<file path="config.mk">
export PLATFORM = sky130hd
export DESIGN_NAME = rai_alarm_update
export DESIGN_NICKNAME = d
export VERILOG_FILES = /design/src/rtl/rai_pkg.sv /design/src/rtl/rai_alarm_update.sv
export SDC_FILE = /design/constraint.sdc
export NUM_CORES = 1
export LEC_CHECK = 0
export ABC_AREA = 1
export BUFFER_PORTS_ARGS = -buffer_cell sky130_fd_sc_hd__buf_2
export CAP_MARGIN = 20
export CORE_MARGIN = 4
export CORE_UTILIZATION = 45
export CTS_CLUSTER_DIAMETER = 30
export DETAILED_ROUTE_END_ITERATION = 7
export PLACE_DENSITY = 0.72
export SETUP_SLACK_MARGIN = 0.2
export SLEW_MARGIN = 20
export SYNTH_ARGS = -nofsm -noshare
export SYNTH_HDL_FRONTEND = slang
export SYNTH_SLANG_ARGS = --single-unit
export TNS_END_PERCENT = 100
</file>
<file path="constraint.sdc">
create_clock -name sys_clk -period 4.35 [get_ports sys_clk]
set_input_delay 0.435 -clock sys_clk [delete_from_list [all_inputs] [get_ports sys_clk]]
set_output_delay 0.435 -clock sys_clk [all_outputs]
set_load 0.05 [all_outputs]
</file>
<file path="src/rtl/rai_pkg.sv">
package rai_pkg;

  // register indices; byte address is four times the index
  localparam logic [7:0] RAI_IDX_ALM_MIN  = 8'h17;
  localparam logic [7:0] RAI_IDX_ALM_HOUR = 8'h18;
  localparam logic [7:0] RAI_IDX_ALM_WDAY = 8'h19;
  localparam logic [7:0] RAI_IDX_EXT_CTRL = 8'h1D;
  localparam logic [7:0] RAI_IDX_FLAGS    = 8'h1E;
  localparam logic [7:0] RAI_IDX_IRQ_CTRL = 8'h1F;
  localparam logic [7:0] RAI_IDX_ALM_SEC  = 8'h2C;

  // field positions
  localparam int RAI_BIT_FIELD_DISABLE   = 7;
  localparam int RAI_BIT_UPD_PERIOD_SEL  = 5;
  localparam int RAI_BIT_WEEK_DAY_SELECT = 3;
  localparam int RAI_BIT_UPDATE_FLAG     = 5;
  localparam int RAI_BIT_ALARM_FLAG      = 3;
  localparam int RAI_BIT_UPD_IRQ_EN      = 5;
  localparam int RAI_BIT_ALM_IRQ_EN      = 3;
  localparam int RAI_BIT_PIN_LEVEL       = 6;
  localparam int RAI_BIT_CLOCK_STOP      = 0;

  // writable bits of the interrupt control register
  localparam logic [7:0] RAI_IRQ_CTRL_WMASK = 8'h3D;

  // reset values
  localparam logic [7:0] RAI_RST_ALARM    = 8'h00;
  localparam logic [7:0] RAI_RST_EXT_CTRL = 8'h00;
  localparam logic [7:0] RAI_RST_IRQ_CTRL = 8'h00;

  // timing
  localparam int RAI_CLK_MHZ          = 50;
  localparam int RAI_UPD_HOLD_US_X100 = 757000;
  localparam int RAI_UPD_HOLD_CYC     =
    (RAI_UPD_HOLD_US_X100 * RAI_CLK_MHZ + 99) / 100;

  // running time, all bcd except weekday (0 = sunday)
  typedef struct packed {
    logic       sec_tick;
    logic       min_tick;
    logic [6:0] sec;
    logic [6:0] min;
    logic [5:0] hour;
    logic [2:0] wday;
    logic [5:0] date;
  } rai_time_s;

  function automatic logic rai_field_hit(input logic [7:0] alarm, input logic [6:0] now);
    rai_field_hit = alarm[RAI_BIT_FIELD_DISABLE] || (alarm[6:0] == now);
  endfunction

endpackage

</file>
<file path="src/rtl/rai_alarm_update.sv">
// Decided for this implementation: the APB slave port.
`timescale 1ns/1ps
module rai_alarm_update
  import rai_pkg::*;
#(
  parameter int UPD_HOLD_CYC = RAI_UPD_HOLD_CYC
)(
  input  wire logic        sys_clk,
  input  wire logic        rst_b,
  input  wire logic        psel,
  input  wire logic        penable,
  input  wire logic        pwrite,
  input  wire logic [11:0] paddr,
  input  wire logic [31:0] pwdata,
  input  wire logic [3:0]  pstrb,
  output logic      [31:0] prdata,
  output logic             pready,
  output logic             pslverr,
  input  wire rai_time_s   time_now,
  output logic             clock_stop,
  input  wire logic        int_pin_i,
  output logic             int_pin_o,
  output logic             int_pin_oe
);

  // ****************************************
  // register storage
  // ****************************************
  logic [7:0]  alm_sec_r;
  logic [7:0]  alm_min_r;
  logic [7:0]  alm_hour_r;
  logic [7:0]  alm_wday_r;
  logic [7:0]  ext_ctrl_r;
  logic [7:0]  irq_ctrl_r;
  logic        alarm_flag_r;
  logic        update_flag_r;
  logic        upd_req_r;
  logic [31:0] upd_cnt_r;
  logic        pin_s1_r;
  logic        pin_s2_r;
  logic [31:0] prdata_r;
  logic        pready_r;
  logic        pslverr_r;
  logic        int_oe_r;

  // ****************************************
  // bus decode
  // ****************************************
  logic       setup;
  logic       wr_en;
  logic [7:0] idx;
  logic       mapped;
  logic [7:0] wbyte;
  logic [7:0] rbyte;

  assign setup = psel && !penable && !pready_r;
  assign wr_en = psel && penable && pready_r && pwrite && !pslverr_r && pstrb[0];
  assign idx   = paddr[9:2];
  assign wbyte = pwdata[7:0];

  always_comb
  begin
    mapped = 1'b1;
    rbyte  = 8'h00;
    unique case (idx)
      RAI_IDX_ALM_SEC:  rbyte = alm_sec_r;
      RAI_IDX_ALM_MIN:  rbyte = alm_min_r;
      RAI_IDX_ALM_HOUR: rbyte = alm_hour_r;
      RAI_IDX_ALM_WDAY: rbyte = alm_wday_r;
      RAI_IDX_EXT_CTRL: rbyte = ext_ctrl_r;
      RAI_IDX_FLAGS:
      begin
        rbyte[RAI_BIT_UPDATE_FLAG] = update_flag_r;
        rbyte[RAI_BIT_ALARM_FLAG]  = alarm_flag_r;
      end
      RAI_IDX_IRQ_CTRL:
      begin
        rbyte                    = irq_ctrl_r;
        rbyte[RAI_BIT_PIN_LEVEL] = pin_s2_r;
      end
      default: mapped = 1'b0;
    endcase
    if (paddr[1:0] != 2'h0 || paddr[11:10] != 2'h0)
    begin
      mapped = 1'b0;
    end
  end

  // ****************************************
  // apb answer, no wait state
  // ****************************************
  always_ff @(posedge sys_clk)
  begin
    if (!rst_b)
    begin
      pready_r  <= 1'b0;
      pslverr_r <= 1'b0;
      prdata_r  <= 32'h0000_0000;
    end
    else
    begin
      pready_r  <= setup;
      pslverr_r <= setup && !mapped;
      if (setup)
      begin
        prdata_r <= (mapped && !pwrite) ? {24'h00_0000, rbyte} : 32'h0000_0000;
      end
    end
  end

  function automatic logic wr_hit(input logic [7:0] reg_idx);
    wr_hit = wr_en && (idx == reg_idx);
  endfunction

  // ****************************************
  // alarm fields and control
  // ****************************************
  always_ff @(posedge sys_clk)
  begin
    if (!rst_b)
    begin
      alm_sec_r  <= RAI_RST_ALARM;
      alm_min_r  <= RAI_RST_ALARM;
      alm_hour_r <= RAI_RST_ALARM;
      alm_wday_r <= RAI_RST_ALARM;
      ext_ctrl_r <= RAI_RST_EXT_CTRL;
      irq_ctrl_r <= RAI_RST_IRQ_CTRL;
    end
    else
    begin
      if (wr_hit(RAI_IDX_ALM_SEC))  alm_sec_r  <= wbyte;
      if (wr_hit(RAI_IDX_ALM_MIN))  alm_min_r  <= wbyte;
      if (wr_hit(RAI_IDX_ALM_HOUR)) alm_hour_r <= wbyte;
      if (wr_hit(RAI_IDX_ALM_WDAY)) alm_wday_r <= wbyte;
      if (wr_hit(RAI_IDX_EXT_CTRL)) ext_ctrl_r <= wbyte;
      if (wr_hit(RAI_IDX_IRQ_CTRL)) irq_ctrl_r <= wbyte & RAI_IRQ_CTRL_WMASK;
    end
  end

  // ****************************************
  // alarm match
  // ****************************************
  logic stopped;
  logic day_hit;
  logic alarm_match;
  logic alarm_event;
  logic update_event;

  assign stopped = irq_ctrl_r[RAI_BIT_CLOCK_STOP];

  always_comb
  begin
    if (alm_wday_r[RAI_BIT_FIELD_DISABLE])
    begin
      day_hit = 1'b1;
    end
    else if (ext_ctrl_r[RAI_BIT_WEEK_DAY_SELECT])
    begin
      day_hit = alm_wday_r[5:0] == time_now.date;
    end
    else
    begin
      day_hit = alm_wday_r[time_now.wday];
    end
  end

  assign alarm_match = day_hit
    && rai_field_hit(alm_hour_r, {1'b0, time_now.hour})
    && rai_field_hit(alm_min_r, time_now.min)
    && rai_field_hit(alm_sec_r, time_now.sec);

  // only checked on a second tick, so a write never fires it
  assign alarm_event  = time_now.sec_tick && alarm_match && !stopped;
  assign update_event = !stopped && (ext_ctrl_r[RAI_BIT_UPD_PERIOD_SEL] ?
    time_now.min_tick : time_now.sec_tick);

  // ****************************************
  // flags, set wins over clear
  // ****************************************
  logic flag_wr;

  assign flag_wr = wr_hit(RAI_IDX_FLAGS);

  always_ff @(posedge sys_clk)
  begin
    if (!rst_b)
    begin
      alarm_flag_r  <= 1'b0;
      update_flag_r <= 1'b0;
    end
    else
    begin
      if (alarm_event)
        alarm_flag_r <= 1'b1;
      else if (flag_wr && !wbyte[RAI_BIT_ALARM_FLAG])
        alarm_flag_r <= 1'b0;
      if (update_event)
        update_flag_r <= 1'b1;
      else if (flag_wr && !wbyte[RAI_BIT_UPDATE_FLAG])
        update_flag_r <= 1'b0;
    end
  end

  // ****************************************
  // update pin request with auto release
  // ****************************************
  always_ff @(posedge sys_clk)
  begin
    if (!rst_b)
    begin
      upd_req_r <= 1'b0;
      upd_cnt_r <= 32'h0000_0000;
    end
    else if (update_event)
    begin
      upd_req_r <= 1'b1;
      upd_cnt_r <= 32'(UPD_HOLD_CYC - 1);
    end
    else if (flag_wr && !wbyte[RAI_BIT_UPDATE_FLAG])
    begin
      upd_req_r <= 1'b0;
    end
    else if (upd_req_r)
    begin
      if (upd_cnt_r == 32'h0000_0000)
        upd_req_r <= 1'b0;
      else
        upd_cnt_r <= upd_cnt_r - 32'h0000_0001;
    end
  end

  // ****************************************
  // interrupt pin
  // ****************************************
  always_ff @(posedge sys_clk)
  begin
    if (!rst_b)
    begin
      int_oe_r <= 1'b0;
      pin_s1_r <= 1'b1;
      pin_s2_r <= 1'b1;
    end
    else
    begin
      int_oe_r <= (alarm_flag_r && irq_ctrl_r[RAI_BIT_ALM_IRQ_EN])
        || (upd_req_r && irq_ctrl_r[RAI_BIT_UPD_IRQ_EN]);
      pin_s1_r <= int_pin_i;
      pin_s2_r <= pin_s1_r;
    end
  end

  assign prdata     = prdata_r;
  assign pready     = pready_r;
  assign pslverr    = pslverr_r;
  assign clock_stop = stopped;
  assign int_pin_o  = 1'b0;
  assign int_pin_oe = int_oe_r;

endmodule

</file>
==> flow_summary.yaml, run 1 <==
status:
  status: "finished, final reports clean"
pwr:
  p_leak_nw: 2.74
  pwr-share-seq_pct: 43.9
  internal_power_w: 0.00145
  switching_share_pct: 27.7
  clkPwrFrac_pct: 41.7
  p_switching_w: 0.000555
  p_per_area_mw_per_mm2: 332
  ir_worst_vdd_mv: 0.253
  p_comb_share_pct: 14.4
detailed_routing:
  post-route-drc-count: 0
  vias: 5236
  vias_per_cell: 4.99
  initialDrtViolationCount: 307
  ant_nets: 0
  wl_per_cell_um: 13.3
  dr.pass1.iters: 4
  finalWirelength_um: 14000
hold_path:
  hp-class: "in -> reg"
finish:
  n_fill_cell: 1178
  regArea_mm2: 0.00186
  multi_input_area_mm2: 0.00302
  nNetsFinal: 990
  post-route-cell-area_mm2: 0.00603
  mostFrequentLayoutCell: "nand2_1"
  drive_gt1_share_pct: 12.2
  syn_to_final_growth_pct: 11.9
  final_cell_mix: "nand2_1 (187), nor2_1 (163), dfxtp_1 (93)"
  antenna_cells: 0
critical_path:
  critical_path_class: "reg -> reg"
  cp_common_cell: "nor2_1"
  crit_slowest_cell: "inv_1"
  cp.arrival_ns: 3.02
  cp.required_ns: 4.57
  crit_path_start_kind: "flip-flop"
  worstPathCellList: "inv_1, ha_1, nor3b_1, nand2_1, nor2_1, nand2_1, nand3_2, inv_1, nor2_1, a21oi_1, nor2_1"
  end_kind: "flip-flop"
  path_delay_family: "simple AND/OR/NAND/NOR gates"
  cp_slowest_stage_delay_ns: 0.75
  path_max_fanout: 29
  crit_buf_inv: 2
clock_tree:
  ctsHtreeMaxLevel: 3
  cts.clk_slew.worst_paths_ns: 0.06
  numCtsBuffers: 9
  cts-root-buf: "clkbuf_16"
  cts_setup_buffers: 0
  clk_latency_ns: 0.35
  cts_hold_buf: 0
  cts_buffer_depth: 2
  cts_tree: "yes"
  cts_num_sinks: 93
  post_cts_resize_count: 0
synthesis:
  synth_top_family_by_area: "simple AND/OR/NAND/NOR gates"
  ys_ff_latch: 93
  synth_area_leader_cell: "dfxtp_1"
  synth_compound_area_share_pct: 12.7
  syn_inst: 843
  netlist.area_leader.share_pct: 34.5
  muxShareOfSynthArea_pct: 0
  ys_top_cells_by_area: "dfxtp_1 (35%), nand2_1 (13%), nor2_1 (11%)"
  synthAdderAreaFrac_pct: 0.464
  syn_avg_cell_area_um2: 6.40
  ys.warnings.count: 0
  ys_types: 35
  synth_area_mm2: 0.00539
  ys_seq_area_share_pct: 34.5
  synth_xor_xnor_area_share_pct: 5.36
  synth_simple_gate_area_share_pct: 35.7
global_route:
  grt_max_degree: 55
  grt_pass1_vias: 4764
  antenna_found_initial: 0
  grt_pass1_wl_um: 22700
  overflow: 0
  grt_usage_pct: 19.9
timing:
  setup_viol: 0
  fin_crit_sh_pct: 64.4
  worst_slew_pin_slew_ns: 0.849
  relSlewSlack_pct: 43.4
  fin_skew_ns: 0.0119
  fin_tns_setup_ns: 0
  hold_violations: 0
  fmax_ghz: 0.357
  rsz0062_at_grt: "false"
  min_period_ns: 2.80
  slew_violations: 0
die:
  die_w_um: 117
  rows: 39
  initial_core_util_pct: 46.6
  core_area_mm2: 0.0116
  fp.dieH_um: 117
  die-area_mm2: 0.0138
  ios: 122
placed_design:
  port_buffers: 69
  place_area_mm2: 0.00572
  place.gp.congestion: 0.913
  hpwl_um: 10500
flow_run:
  cap_violations: 0
[routing by layer]
metal / wire (um) / global-route usage, % / part of all wire (%) / up-vias
met5: 0 / 0 / 0 / -
met1: 6400 / 25.7 / 46 / 2323
li1: - / - / - / 2765
met2: 6610 / 33.2 / 47 / 125
met4: 322 / 6.81 / 2.3 / 0
met3: 634 / 4.23 / 4.5 / 23
[synth_stat cells (all sizes together)]
cell type and number:
nand2 188, nor2 173, dfxtp 93, inv 82
nand3 66, a21oi 61, o21ai 61, buf 38
xor2 19, xnor2 14, nand4 11, clkbuf 7
o211ai 6, nor3 5, nor3b 4, or2 4
and2 2, ha 2, o22ai 2, a21o 1
conb 1, nand3b 1, nor4 1, o31ai 1
[area by class of cell]
| cell class | instances | share of cell area, % |
|---|---|---|
| clock buffers | 10 | 3.80 |
| clock inverters | 5 | 1.39 |
| inverters | 82 | 5.10 |
| multi-input cells | 647 | 50.0 |
| flip-flops and latches | 93 | 30.9 |
| well taps | 143 | 2.97 |
| repair buffers | 70 | 5.85 |
[sequential cells by signal, indices dropped and copies added (netlist names)]
name           cells
upd_cnt_r         32
alm_hour_r         8
alm_min_r          8
alm_sec_r          8
alm_wday_r         8
ext_ctrl_r         8
prdata             8
irq_ctrl_r         5
alarm_flag_r       1
int_pin_oe         1
pin_s1_r           1
pin_s2_r           1
pready             1
pslverr            1
upd_req_r          1
update_flag_r      1
[per-stage QoR]
stage / hold slack, ns / std cells / total power (W) / util (%) / setup slack (ns)
after floorplan: 0.393 / 867 / 0.00113 / - / 2.57
after global placement: 0.394 / 1035 / 0.00118 / 49.4 / 1.31
after detailed placement: 0.399 / 1035 / 0.00118 / 49.4 / 1.31
after CTS: 0.260 / 1050 / 0.00202 / 52.1 / 1.52
after global routing: 0.271 / 1050 / 0.00209 / 52.1 / 1.22
final: 0.273 / 1050 / 0.00200 / 52.1 / 1.55
[logic make-up (layout without fill, tap and decap cells)]
kind of cell / count (synthesis) / after routing
simple gates: 455 / 455
compound gates: 132 / 132
buf+inv: 127 / 167
flops: 93 / 93
xor+xnor: 33 / 33
fa+ha+maj: 2 / 2
other cells: 1 / 25
[path summary, 6_finish.rpt]
check / startpoint / end / slack, ns / cells past startpoint
setup reg to reg: upd_cnt_r[0] / upd_cnt_r[7] / 1.55 / 11
hold reg to reg: pin_s1_r / pin_s2_r / 0.42 / 1
hold / removal: int_pin_i / pin_s1_r / 0.27 / 2
setup / recovery: upd_cnt_r[0] / upd_cnt_r[7] / 1.55 / 11
[power by group through the flow]
stage	sequential [W]	clock, W	combinational, W
final	0.000879	0.000836	0.000289
after global routing	0.000880	0.000886	0.000324
after CTS	0.000879	0.000852	0.000288
after detailed placement	0.000898	0	0.000287
after global placement	0.000898	0	0.000285
after floorplan	0.000896	0	0.000233
Note: power is estimated with default switching activity, not from simulation.
==> run 2, diff against run 1 <==
clock period = 2.93 ns   (was 4.35 ns; I/O delays follow)
==> flow_summary.yaml, run 2 (synthesis gave the netlist of run 1 again) <==
critical_path:
  critical_path_class: "reg -> reg"
  reg2reg_depth: 11
  r2r_slack_ns: 0.79
  cp.required_ns: 3.16
  crit_path_end: "upd_cnt_r[7]"
  startpoint: "upd_cnt_r[0]"
  crit_path_start_kind: "flip-flop"
  path_max_fanout: 24
  r2r_end: "upd_cnt_r[7]"
  r2r_start: "upd_cnt_r[0]"
  end_kind: "flip-flop"
  cp.arrival_ns: 2.37
timing:
  worst_slew_pin_slew_ns: 0.723
  relSlewSlack_pct: 51.8
  fmax_ghz: 0.468
  slew_violations: 0
  rsz0062_at_grt: "false"
  min_period_ns: 2.14
  fin_crit_sh_pct: 72.9
  setup_viol: 0
  hold_violations: 0
  layout_setup_ws_ns: 0.793
  fin_tns_setup_ns: 0
  fin_skew_ns: 0.00765
detailed_routing:
  ant_nets: 0
  finalWirelength_um: 13800
  vias: 5242
  initialDrtViolationCount: 386
  vias_per_cell: 4.98
  dr.pass1.iters: 5
  wl_per_cell_um: 13.1
  post-route-drc-count: 0
global_route:
  grt_max_degree: 54
  grt_usage_pct: 19.8
  antenna_found_initial: 0
  grt_pass1_vias: 4592
  grt_pass1_wl_um: 22400
  overflow: 0
pwr:
  p_leak_nw: 2.74
  ir_worst_vdd_mv: 0.298
  p_per_area_mw_per_mm2: 476
die:
  ios: 122
  rows: 39
  fp.dieH_um: 117
  initial_core_util_pct: 46.6
  die-area_mm2: 0.0138
  die_w_um: 117
  core_area_mm2: 0.0116
flow_run:
  cap_violations: 0
clock_tree:
  cts_num_sinks: 93
  cts_buffer_depth: 2
  clk_latency_ns: 0.35
  cts-root-buf: "clkbuf_16"
  post_cts_resize_count: 0
  cts_tree: "yes"
  ctsHtreeMaxLevel: 3
  numCtsBuffers: 9
  cts.clk_slew.worst_paths_ns: 0.07
  cts_setup_buffers: 0
  cts_hold_buf: 0
placed_design:
  place.gp.congestion: 0.945
  hpwl_um: 10500
  dp.cells: 1037
  port_buffers: 69
  dp_slack_ns: 0.804
finish:
  syn_to_final_growth_pct: 11.6
  top_register: "upd_cnt_r"
  antenna_cells: 0
  n_fill_cell: 1207
  nNetsFinal: 992
  instances_no_fill: 1052
  drive_gt1_share_pct: 12.5
  largest_reg_flops: 32
  final_cell_mix: "nand2_1 (187), nor2_1 (163), dfxtp_1 (93)"
  mostFrequentLayoutCell: "nand2_1"
hold_path:
  hp-class: "in -> reg"
status:
  status: "finished, final reports clean"
==> run 2: cell count changes in the layout (fill, tap and decap cells not counted), sizes merged <==
cell	before	now
buf	70	72
bufinv	2	0
clkinv	0	2
clkinvlp	2	1
inv	83	84
==> run 2: critical path: stages, from the launching register on <==
cell and delay [ns]:
dfxtp_1 0.35, inv_1 0.11, ha_1 0.21, nor3b_1 0.13
nand2_1 0.06, nor2_1 0.04, nand2_1 0.11, nand3_2 0.08
inv_1 0.54, nor2_1 0.17, a21oi_1 0.17, nor2_1 0.05
==> run 2: through the flow <==
step           power, W  hold slack [ns]  util (%)  instance area, um2
2_1_floorplan   0.00168            0.393         -                5480
3_3_place_gp    0.00176            0.395      49.6                5730
3_5_place_dp    0.00176            0.402      49.6                5730
4_1_cts         0.00288            0.111      52.0                6010
5_1_grt         0.00298            0.134      52.0                6010
6_report        0.00286            0.126      52.0                6010
==> run 2: layout make-up <==
cell class              instances  area [um2]  area share (%)
well taps                     143         179            2.97
multi-input cells             647        3020            50.2
repair buffers                 72         368            6.12
flip-flops and latches         93        1860            31.0
clock inverters                 5        42.5           0.707
clock buffers                  10         239            3.97
inverters                      82         308            5.12
==> run 2: metal layers <==
layer  GRT usage (%)  part of all wire (%)  up-vias
li1                -                     -     2769
met1            26.1                    44     2295
met2            31.7                    47      152
met3            4.04                   6.0       26
met4            8.13                   2.6        0
met5               0                     0        -
==> run 2: worst min path at each step <==
stage / from / to / slack, ns / depth (start not counted)
CTS: int_pin_i / pin_s1_r / 0.11 / 2
detailed placement: pin_s1_r / pin_s2_r / 0.40 / 1
global placement: pin_s1_r / pin_s2_r / 0.39 / 1
finish: int_pin_i / pin_s1_r / 0.13 / 2
floorplan: pin_s1_r / pin_s2_r / 0.39 / 1
global route: int_pin_i / pin_s1_r / 0.13 / 2
==> run 2: power by group <==
part	total [W]	internal, W	switching (W)
Sequential	0.00131	0.00128	0.0000230
Clock	0.00112	0.000603	0.000522
Combinational	0.000432	0.000124	0.000307
